===== src/design/audio_serial_pkg.sv =====
/*
 Shared definitions for the audio serial port transmit block: register
 indices, reset values, field layouts, protocol and keeper codes.
 Assumes a 32-bit APB register bus, one word per register index.
*/
package audio_serial_pkg;

	// -------------------------------------------------------------------
	// Register map (index; byte address is four times the index)
	// -------------------------------------------------------------------
	localparam logic [7:0] IDX_FORMAT_CFG   = 8'h07;
	localparam logic [7:0] IDX_TX_CFG_B     = 8'h08;
	localparam logic [7:0] IDX_CTRL         = 8'h09;
	localparam logic [7:0] IDX_STATUS       = 8'h0A;
	localparam int         IDX_LSB          = 2;
	localparam int         IDX_MSB          = 9;

	localparam logic [7:0] FORMAT_CFG_RESET = 8'h30;
	localparam logic [7:0] TX_CFG_B_RESET   = 8'h00;
	localparam logic [7:0] CTRL_RESET       = 8'h00;

	// -------------------------------------------------------------------
	// Field codes
	// -------------------------------------------------------------------
	localparam logic [1:0] PROTO_TDM        = 2'h0;
	localparam logic [1:0] PROTO_I2S        = 2'h1;
	localparam logic [1:0] PROTO_LJ         = 2'h2;

	localparam logic [1:0] KEEP_OFF         = 2'h0;
	localparam logic [1:0] KEEP_ON          = 2'h1;
	localparam logic [1:0] KEEP_LSB_ONE     = 2'h2;
	localparam logic [1:0] KEEP_LSB_ONEHALF = 2'h3;

	// Keeper hold in bit-clock half cycles after the LSB launch
	localparam logic [1:0] KEEP_HALVES_ONE  = 2'h2;
	localparam logic [1:0] KEEP_HALVES_1P5  = 2'h3;

	localparam logic [5:0] LEN_16           = 6'h10;
	localparam logic [5:0] LEN_20           = 6'h14;
	localparam logic [5:0] LEN_24           = 6'h18;
	localparam logic [5:0] LEN_32           = 6'h20;

	// -------------------------------------------------------------------
	// Register, link output and transmit state layouts
	// -------------------------------------------------------------------
	typedef struct packed {
		logic [1:0] protocol_select;
		logic [1:0] slot_word_length;
		logic       frame_sync_polarity;
		logic       bit_clock_polarity;
		logic       tx_launch_edge;
		logic       unused_fill;
	} format_cfg_type;

	typedef struct packed {
		logic       lsb_half;
		logic [1:0] keeper_mode;
		logic [4:0] msb_offset;
	} tx_cfg_b_type;

	typedef struct packed {
		logic [1:0] reserved;
		logic [4:0] last_slot;
		logic       enable;
	} ctrl_type;

	typedef struct packed {
		logic data;
		logic data_oe;
		logic keeper_en;
	} link_out_type;

	typedef enum logic [1:0] {
		TX_IDLE  = 2'b00,
		TX_DELAY = 2'b01,
		TX_SHIFT = 2'b10
	} tx_state_type;

	function automatic logic [5:0] word_bits(input logic [1:0] code);
		case (code)
			2'h0:    word_bits = LEN_16;
			2'h1:    word_bits = LEN_20;
			2'h2:    word_bits = LEN_24;
			default: word_bits = LEN_32;
		endcase
	endfunction : word_bits

endpackage : audio_serial_pkg


===== src/design/serial_tx_shifter.sv =====
/*
 MSB-first shift register for one slot word of programmable length.
 Assumes the caller loads and shifts only on bit launch events.
*/
`timescale 1ns/10ps
module serial_tx_shifter #(
	parameter int W = 32
) (
	// Clock and reset
	input  wire logic         pclk,
	input  wire logic         presetn,
	input  wire logic         clk_en,
	// Control
	input  wire logic         load,
	input  wire logic         shift,
	input  wire logic [5:0]   wlen,
	input  wire logic [W-1:0] word,
	// Bit to launch now
	output logic              next_bit
);

	logic [W-1:0] sreg;
	logic [W-1:0] aligned;

	// Word sits in the low bits; move its MSB to the top
	assign aligned  = word << (6'(W) - wlen);
	assign next_bit = load ? aligned[W-1] : sreg[W-2];

	always_ff @(posedge pclk or negedge presetn)
	begin
		if (!presetn)
			sreg <= '0;
		else if (clk_en && load)
			sreg <= aligned;
		else if (clk_en && shift)
			sreg <= {sreg[W-2:0], 1'b0};
	end

endmodule : serial_tx_shifter


===== src/design/audio_serial_tx.sv =====
/*
 Transmit side of the audio serial port: configuration registers on APB,
 frame timing from an external bit clock and frame sync, and the serial
 data pin with its enable and bus keeper control.
 Assumes bit clock and frame sync come from outside the pclk domain and
 are much slower than pclk; slot words come from logic on pclk.
*/
`timescale 1ns/10ps
module audio_serial_tx
	import audio_serial_pkg::*;
#(
	parameter int SLOT_W = 5,
	parameter int WORD_W = 32
) (
	// Clock, reset, clock enable
	input  wire logic                   pclk,
	input  wire logic                   presetn,
	input  wire logic                   clk_en,
	// APB slave
	input  wire logic                   psel,
	input  wire logic                   penable,
	input  wire logic                   pwrite,
	input  wire logic [11:0]            paddr,
	input  wire logic [31:0]            pwdata,
	input  wire logic [3:0]             pstrb,
	output logic      [31:0]            prdata,
	output logic                        pready,
	output logic                        pslverr,
	// Serial link
	input  wire logic                   bit_clock,
	input  wire logic                   frame_sync,
	output audio_serial_pkg::link_out_type link_out,
	// Slot words
	input  wire logic [WORD_W-1:0]      slot_word,
	output logic                        word_taken,
	output logic      [SLOT_W-1:0]      word_slot
);

	format_cfg_type fmt;
	tx_cfg_b_type   cfgb;
	ctrl_type       ctrl;
	tx_state_type   state;
	tx_state_type   next_state;

	// -------------------------------------------------------------------
	// APB register access
	// -------------------------------------------------------------------
	logic [7:0] idx;
	logic       mapped;
	logic       wr_en;
	logic [31:0] rd_word;

	assign idx    = paddr[IDX_MSB:IDX_LSB];
	assign mapped = (paddr[IDX_LSB-1:0] == '0) &&
			(idx == IDX_FORMAT_CFG || idx == IDX_TX_CFG_B ||
			 idx == IDX_CTRL || idx == IDX_STATUS);
	assign wr_en  = psel && penable && pready && pwrite && mapped &&
			pstrb[0];

	logic [SLOT_W-1:0] slot;

	always_comb
	begin
		rd_word = '0;
		case (idx)
			IDX_FORMAT_CFG: rd_word[7:0] = fmt;
			IDX_TX_CFG_B:   rd_word[7:0] = cfgb;
			IDX_CTRL:       rd_word[7:0] = ctrl;
			IDX_STATUS:     rd_word[7:0] = {1'b0, 2'(state), slot};
			default:        rd_word = '0;
		endcase
	end

	always_ff @(posedge pclk or negedge presetn)
	begin
		if (!presetn)
		begin
			pready  <= 1'b0;
			prdata  <= '0;
			pslverr <= 1'b0;
		end
		else if (clk_en)
		begin
			pready  <= psel && !penable;
			prdata  <= (psel && !penable && !pwrite && mapped) ?
					rd_word : '0;
			pslverr <= psel && !penable && !mapped;
		end
	end

	always_ff @(posedge pclk or negedge presetn)
	begin
		if (!presetn)
		begin
			fmt  <= format_cfg_type'(FORMAT_CFG_RESET);
			cfgb <= tx_cfg_b_type'(TX_CFG_B_RESET);
			ctrl <= ctrl_type'(CTRL_RESET);
		end
		else if (clk_en && wr_en)
		begin
			case (idx)
				IDX_FORMAT_CFG: fmt  <= format_cfg_type'(pwdata[7:0]);
				IDX_TX_CFG_B:   cfgb <= tx_cfg_b_type'(pwdata[7:0]);
				IDX_CTRL:       ctrl <= ctrl_type'(pwdata[7:0]);
				default:        ctrl <= ctrl;
			endcase
		end
	end

	// -------------------------------------------------------------------
	// Link input synchronisers and edge detection
	// -------------------------------------------------------------------
	logic [1:0] s1;
	logic [1:0] s2;
	logic [1:0] s3;
	logic [1:0] agreed;
	logic       fs_last;

	always_ff @(posedge pclk or negedge presetn)
	begin
		if (!presetn)
		begin
			s1     <= '0;
			s2     <= '0;
			s3     <= '0;
			agreed <= '0;
		end
		else if (clk_en)
		begin
			s1 <= {frame_sync, bit_clock};
			s2 <= s1;
			s3 <= s2;
			for (int i = 0; i < 2; i++)
				if (s2[i] == s3[i])
					agreed[i] <= s3[i];
		end
	end

	logic clk_change;
	logic rise_ev;
	logic fall_ev;
	logic fs_eff;
	logic launch;
	logic other_edge;
	logic is_tdm;
	logic framed;

	assign clk_change = (s2[0] == s3[0]) && (s3[0] != agreed[0]);
	assign rise_ev    = clk_change && (s3[0] ^ fmt.bit_clock_polarity);
	assign fall_ev    = clk_change && !(s3[0] ^ fmt.bit_clock_polarity);
	// I2S frames start on the falling sync; fold that into the polarity
	assign fs_eff     = agreed[1] ^ fmt.frame_sync_polarity ^
			(fmt.protocol_select == PROTO_I2S);
	assign launch     = fmt.tx_launch_edge ? rise_ev : fall_ev;
	assign other_edge = fmt.tx_launch_edge ? fall_ev : rise_ev;
	assign is_tdm     = fmt.protocol_select == PROTO_TDM;
	assign framed     = ctrl.enable && fmt.protocol_select != 2'h3;

	logic pending;
	logic pending_half;

	always_ff @(posedge pclk or negedge presetn)
	begin
		if (!presetn)
		begin
			fs_last      <= 1'b0;
			pending      <= 1'b0;
			pending_half <= 1'b0;
		end
		else if (clk_en)
		begin
			if (rise_ev)
				fs_last <= fs_eff;
			if (rise_ev && framed && fs_eff && !fs_last)
			begin
				pending      <= 1'b1;
				pending_half <= 1'b0;
			end
			else if (rise_ev && framed && !is_tdm && !fs_eff && fs_last)
			begin
				pending      <= 1'b1;
				pending_half <= 1'b1;
			end
			else if (launch || !framed)
				pending <= 1'b0;
		end
	end

	// -------------------------------------------------------------------
	// Slot sequencing on launch edges
	// -------------------------------------------------------------------
	logic [5:0]        wlen;
	logic [5:0]        delay;
	logic [5:0]        cnt;
	logic [5:0]        next_cnt;
	logic [SLOT_W-1:0] next_slot;
	logic              load;
	logic              shift;
	logic              drive;
	logic              last;
	logic              tx_bit;

	assign wlen  = word_bits(fmt.slot_word_length);
	assign delay = {1'b0, cfgb.msb_offset} +
			6'(fmt.protocol_select == PROTO_I2S);

	always_comb
	begin
		next_state = state;
		next_cnt   = cnt;
		next_slot  = slot;
		load       = 1'b0;
		shift      = 1'b0;
		drive      = 1'b0;
		last       = 1'b0;
		if (pending)
		begin
			next_slot = SLOT_W'(pending_half);
			if (delay == '0)
			begin
				load       = 1'b1;
				drive      = 1'b1;
				next_cnt   = wlen - 6'h01;
				next_state = TX_SHIFT;
			end
			else
			begin
				next_cnt   = delay - 6'h01;
				next_state = TX_DELAY;
			end
		end
		else
		begin
			case (state)
				TX_DELAY:
					if (cnt == '0)
					begin
						load       = 1'b1;
						drive      = 1'b1;
						next_cnt   = wlen - 6'h01;
						next_state = TX_SHIFT;
					end
					else
						next_cnt = cnt - 6'h01;
				TX_SHIFT:
					if (cnt != '0)
					begin
						shift    = 1'b1;
						drive    = 1'b1;
						last     = cnt == 6'h01;
						next_cnt = cnt - 6'h01;
					end
					else if (is_tdm && slot < ctrl.last_slot)
					begin
						load       = 1'b1;
						drive      = 1'b1;
						next_slot  = slot + 1'b1;
						next_cnt   = wlen - 6'h01;
					end
					else
						next_state = TX_IDLE;
				default:
					next_state = TX_IDLE;
			endcase
		end
	end

	always_ff @(posedge pclk or negedge presetn)
	begin
		if (!presetn)
		begin
			state <= TX_IDLE;
			cnt   <= '0;
			slot  <= '0;
		end
		else if (clk_en && !framed)
			state <= TX_IDLE;
		else if (clk_en && launch)
		begin
			state <= next_state;
			cnt   <= next_cnt;
			slot  <= next_slot;
		end
	end

	serial_tx_shifter #(
		.W        (WORD_W)
	) u_shifter (
		.pclk     (pclk),
		.presetn  (presetn),
		.clk_en   (clk_en),
		.load     (launch && framed && load),
		.shift    (launch && framed && shift),
		.wlen     (wlen),
		.word     (slot_word),
		.next_bit (tx_bit)
	);

	always_ff @(posedge pclk or negedge presetn)
	begin
		if (!presetn)
		begin
			word_taken <= 1'b0;
			word_slot  <= '0;
		end
		else if (clk_en)
		begin
			word_taken <= launch && framed && load;
			if (launch && framed && load)
				word_slot <= next_slot;
		end
	end

	// -------------------------------------------------------------------
	// Data pin, enable and keeper
	// -------------------------------------------------------------------
	logic       lsb_live;
	logic [1:0] keep_cnt;

	always_ff @(posedge pclk or negedge presetn)
	begin
		if (!presetn)
		begin
			link_out.data    <= 1'b0;
			link_out.data_oe <= 1'b0;
			lsb_live         <= 1'b0;
		end
		else if (clk_en)
		begin
			if (!framed)
			begin
				link_out.data    <= 1'b0;
				link_out.data_oe <= 1'b0;
				lsb_live         <= 1'b0;
			end
			else if (launch)
			begin
				link_out.data    <= drive && tx_bit;
				link_out.data_oe <= drive || !fmt.unused_fill;
				lsb_live         <= last;
			end
			else if (other_edge && lsb_live && cfgb.lsb_half)
				link_out.data_oe <= 1'b0;
		end
	end

	always_ff @(posedge pclk or negedge presetn)
	begin
		if (!presetn)
		begin
			keep_cnt           <= '0;
			link_out.keeper_en <= 1'b0;
		end
		else if (clk_en)
		begin
			if (launch && framed && last)
				keep_cnt <= (cfgb.keeper_mode == KEEP_LSB_ONE) ?
						KEEP_HALVES_ONE :
					(cfgb.keeper_mode == KEEP_LSB_ONEHALF) ?
						KEEP_HALVES_1P5 : '0;
			else if ((rise_ev || fall_ev) && keep_cnt != '0)
				keep_cnt <= keep_cnt - 2'h1;
			link_out.keeper_en <= (cfgb.keeper_mode == KEEP_ON) ||
					(keep_cnt != '0);
		end
	end

endmodule : audio_serial_tx


===== config.mk =====
export PLATFORM = sky130hd
export DESIGN_NAME = audio_serial_tx
export DESIGN_NICKNAME = d
export VERILOG_FILES = /design/src/design/audio_serial_pkg.sv /design/src/design/serial_tx_shifter.sv /design/src/design/audio_serial_tx.sv
export SDC_FILE = /design/constraint.sdc
export NUM_CORES = 1
export LEC_CHECK = 0
export BUFFER_PORTS_ARGS = -buffer_cell sky130_fd_sc_hd__buf_2
export CORE_UTILIZATION = 56
export DETAILED_ROUTE_END_ITERATION = 10
export HOLD_SLACK_MARGIN = 0.02
export PLACE_DENSITY = 0.78
export SYNTH_ARGS = -nofsm -noshare
export SYNTH_HDL_FRONTEND = slang
export SYNTH_SLANG_ARGS = --single-unit

===== constraint.sdc =====
create_clock -name pclk -period 3.9 [get_ports pclk]
set_clock_uncertainty 0.05 [all_clocks]
set_input_delay 0 -clock pclk [delete_from_list [all_inputs] [get_ports pclk]]
set_output_delay 0 -clock pclk [all_outputs]
set_load 0.01 [all_outputs]

==> insert_results.sql <==
INSERT INTO impl_metrics (metric_group, metric, value, unit) VALUES
('yosys', 'syn_area', '6420', 'um^2'),
('global_route', 'use_met1', '35.02', '%'),
('global_route', 'largest_net_degree_at_the_start_of_global_routing', '71', ''),
('yosys', 'post_synth.cell_area_avg', '9.757', 'um^2'),
('power_and_ir_drop', 'leakage_power_of_the_design', '3.526', 'nW'),
('yosys', 'most_used_standard_cell_by_instance_count_after_synthesis', 'sky130_fd_sc_hd__dfrtp_1', ''),
('worst_setup_path', 'setup.worst_path.end_class', 'flop', ''),
('drt', 'vias_per_cell', '6.168', ''),
('global_route', 'globalRouteOverflowTotal', '0', ''),
('worst_setup_path', 'depth_of_the_most_critical_reg_to_reg_path', '11', ''),
('timing', 'drv_slew', '0', ''),
('yosys', 'synth.area.top_cells', 'sky130_fd_sc_hd__dfrtp_1, sky130_fd_sc_hd__mux2i_1, sky130_fd_sc_hd__mux2_2', ''),
('clock_tree', 'clk_pin_slew', '0.07', 'ns'),
('yosys', 'postSynth.topFlopCell', 'sky130_fd_sc_hd__dfrtp_1', ''),
('worst_setup_path', 'crit_path_top_delay_cell', 'sky130_fd_sc_hd__a2111o_2', ''),
('worst_hold_path', 'hold_depth', '4', ''),
('timing', 'timing.final.crit_period', '3.521', 'ns'),
('run', 'max_cap_viol_count', '0', ''),
('global_route', 'grt_pass1_wl', '25.56', 'mm'),
('worst_setup_path', 'critical_path.reg2reg.endpoint', 'word_slot[3]$_DFFE_PN0P_', ''),
('floorplanning', 'start_util', '58.45', '%'),
('timing', 'finalSetupTns', '0', 'ns'),
('worst_hold_path', 'worstHoldEndpoint', 'u_shifter.sreg[23]$_DFFE_PN0P_', ''),
('drt', 'drt_total_wl', '16.16', 'mm'),
('place', 'buffer_ports.inserted', '77', ''),
('yosys', 'synth_edf_count', '0', ''),
('yosys', 'synthesis.instances', '658', ''),
('worst_setup_path', 'timing.reg2reg.setup_slack', '0.38', 'ns'),
('cells_and_area', 'flow.area_growth_from_synthesis', '14.73', '%'),
('yosys', 'ys.warnings.count', '0', ''),
('global_route', 'grt_util_overall', '28.18', '%'),
('cells_and_area', 'post_route_design_area', '7366', 'um^2'),
('worst_setup_path', 'reg2reg_from', 'fmt[6]$_DFFE_PN0P_', ''),
('floorplanning', 'die-height', '109.1', 'um'),
('drt', 'remaining_drc_errors', '0', ''),
('run_status', 'status', 'finished, final reports clean', ''),
('drt', 'via_count', '5471', ''),
('cells_and_area', 'post_route_cells_drive_above_1_share', '23.69', '%'),
('global_route', 'antenna_found_initial', '0', ''),
('timing', 'timing_hold_violations_final', '0', ''),
('timing', 'tcrit_tclk_final', '90.28', '%'),
('yosys', 'sequential_fraction_of_the_synthesis_area', '39.41', '%'),
('floorplanning', 'rows', '38', ''),
('clock_tree', 'cts_num_sinks', '101', ''),
('timing', 'tightest_slew', '0.9128', 'ns'),
('yosys', 'synth_common_cells', 'sky130_fd_sc_hd__dfrtp_1, sky130_fd_sc_hd__a21oi_1, sky130_fd_sc_hd__nor2_1', ''),
('clock_tree', 'number_of_buffers_inserted_during_clock_tree_synthesis', '9', ''),
('worst_hold_path', 'timing.hold.worst.class', 'input port to flop', ''),
('global_route', 'global_route.usage.met3', '4.065', '%'),
('timing', 'post-route-worst-setup-slack', '0.3790', 'ns'),
('clock_tree', 'clkLatencyLatePin', '0.35', 'ns'),
('worst_setup_path', 'crit_chain', 'nor2b_1 > ha_1 > ha_1 > inv_1 > ha_1 > nor4b_2 > a31o_2 > a31oi_1 > a2111o_2 > buf_4 > o31ai_2', ''),
('worst_setup_path', 'worst-endpoint-required', '4.10', 'ns'),
('worst_setup_path', 'path_max_fanout', '14', ''),
('global_route', 'grt_use_met2', '47.21', '%'),
('worst_setup_path', 'critPathArrivalTime', '3.73', 'ns'),
('yosys', 'synth_cell_types', '69', ''),
('power_and_ir_drop', 'p_per_area', '324.1', 'nW/um^2'),
('floorplanning', 'design.portCount', '131', ''),
('drt', 'detail_route.iter0.violations', '507', ''),
('timing', 'rsz0062_at_grt', 'no', ''),
('yosys', 'netlist.area_leader.share', '38.59', '%'),
('place', 'gp_congestion', '0.9464', ''),
('worst_setup_path', 'cp.buffers_inverters', '2', ''),
('floorplanning', 'chipWidth', '109.1', 'um'),
('worst_setup_path', 'crit_top_cell', 'sky130_fd_sc_hd__ha_1', ''),
('yosys', 'synth_area_leader_cell', 'sky130_fd_sc_hd__dfrtp_1', ''),
('worst_setup_path', 'critical-path-top-delay-family', 'compound AO/OA/AOI/OAI gates', ''),
('cells_and_area', 'n_antenna_cell', '0', ''),
('yosys', 'synth-async-reset-ratio', '100.0', '%'),
('yosys', 'ys_seq_elements', '101', '');
==> layer usage <==
metal  wire length [um]  up-vias
met5                  0        -
met4                515        0
met3                959       44
met2               8036      232
met1               6645     2648
li1                   -     2547
==> layout by cell type, fill, tap and decap left out, types with 11 or more instances in the layout <==
master / Yosys / layout
sky130_fd_sc_hd__dfrtp_1: 99 / 99
sky130_fd_sc_hd__buf_2: 7 / 76
sky130_fd_sc_hd__a21oi_1: 69 / 69
sky130_fd_sc_hd__nor2_1: 57 / 57
sky130_fd_sc_hd__mux2i_1: 50 / 50
sky130_fd_sc_hd__nand2_1: 45 / 45
sky130_fd_sc_hd__mux2_2: 41 / 41
sky130_fd_sc_hd__o21ai_0: 24 / 24
sky130_fd_sc_hd__conb_1: 1 / 24
sky130_fd_sc_hd__inv_1: 23 / 23
sky130_fd_sc_hd__dlygate4sd3_1: 0 / 19
sky130_fd_sc_hd__ha_1: 16 / 16
sky130_fd_sc_hd__a31oi_1: 14 / 14
sky130_fd_sc_hd__nand3_1: 15 / 14
sky130_fd_sc_hd__nor3_1: 11 / 11
==> worst register-to-register path, cell delays in order, from the launching register on <==
cell and delay, ns:
sky130_fd_sc_hd__dfrtp_1 0.46, sky130_fd_sc_hd__nor2b_1 0.23, sky130_fd_sc_hd__ha_1 0.31, sky130_fd_sc_hd__ha_1 0.28, sky130_fd_sc_hd__inv_1 0.08, sky130_fd_sc_hd__ha_1 0.25
sky130_fd_sc_hd__nor4b_2 0.26, sky130_fd_sc_hd__a31o_2 0.20, sky130_fd_sc_hd__a31oi_1 0.18, sky130_fd_sc_hd__a2111o_2 0.64, sky130_fd_sc_hd__buf_4 0.25, sky130_fd_sc_hd__o31ai_2 0.24
==> sequential cells by signal, summed over array words and instances (netlist names), 2 cells and up <==
name,cells
slot,5
word_slot,5
cfgb,8
prdata,8
agreed,2
cnt,6
s2,2
u_shifter.sreg,31
fmt,8
ctrl,8
s3,2
state,2
s1,2
keep_cnt,2
link_out,3
==> kinds of logic after synthesis <==
group / Yosys count / synth area share [%]
AO/OA/AOI/OAI: 176 / 18.14
AND/OR/NAND/NOR: 171 / 13.08
flip-flops: 101 / 39.41
multiplexers: 99 / 17.79
buffers and inverters: 81 / 6.626
adder cells (fa/ha/maj): 16 / 3.118
XOR/XNOR: 13 / 1.774
other: 1 / 0.05841
==> what timing repair did <==
action / CTS / global route
endpoints found under the hold margin: 99 / 0
resized for setup: 0 / 1
hold buffers: 19 / 0
buffers inserted: 0 / 0
endpoints found under the setup margin: 0 / 26
==> per-stage QoR <==
stage | power, W | util, % | instances
2_1_floorplan | 0.001340 | - | 681
3_3_place_gp | 0.001418 | 62.31 | 852
3_5_place_dp | 0.001437 | 62.31 | 852
4_1_cts | 0.002397 | 66.91 | 886
5_1_grt | 0.002472 | 67.07 | 887
6_report | 0.002387 | 67.07 | 887
==> layout make-up <==
type / instances / area [um^2]
timing repair buffer: 106 / 678.2
inverter: 25 / 93.84
sequential: 101 / 2530
multi-input combinational: 500 / 3575
clock buffer: 9 / 225.2
tap: 140 / 175.2
clock inverter: 6 / 88.84
fill: 834 / 3617
==> power by group <==
part | internal, W | total (W) | switching [W]
combinational | 0.000130 | 0.000286 | 0.000156
clock | 0.000558 | 0.000953 | 0.000395
sequential | 0.00111 | 0.00115 | 0.0000417
total | 0.00179 | 0.00239 | 0.000592
==> worst max path at each step <==
stage,cells after the start,startpoint,endpoint
2_1_floorplan,13,fmt[6]$_DFFE_PN0P_,u_shifter.sreg[10]$_DFFE_PN0P_
3_3_place_gp,11,fmt[6]$_DFFE_PN0P_,word_slot[0]$_DFFE_PN0P_
3_5_place_dp,11,fmt[6]$_DFFE_PN0P_,word_slot[3]$_DFFE_PN0P_
4_1_cts,11,fmt[6]$_DFFE_PN0P_,word_slot[3]$_DFFE_PN0P_
5_1_grt,11,fmt[6]$_DFFE_PN0P_,word_slot[0]$_DFFE_PN0P_
6_report,11,fmt[6]$_DFFE_PN0P_,word_slot[3]$_DFFE_PN0P_
Power figures use the tool's default switching activity.
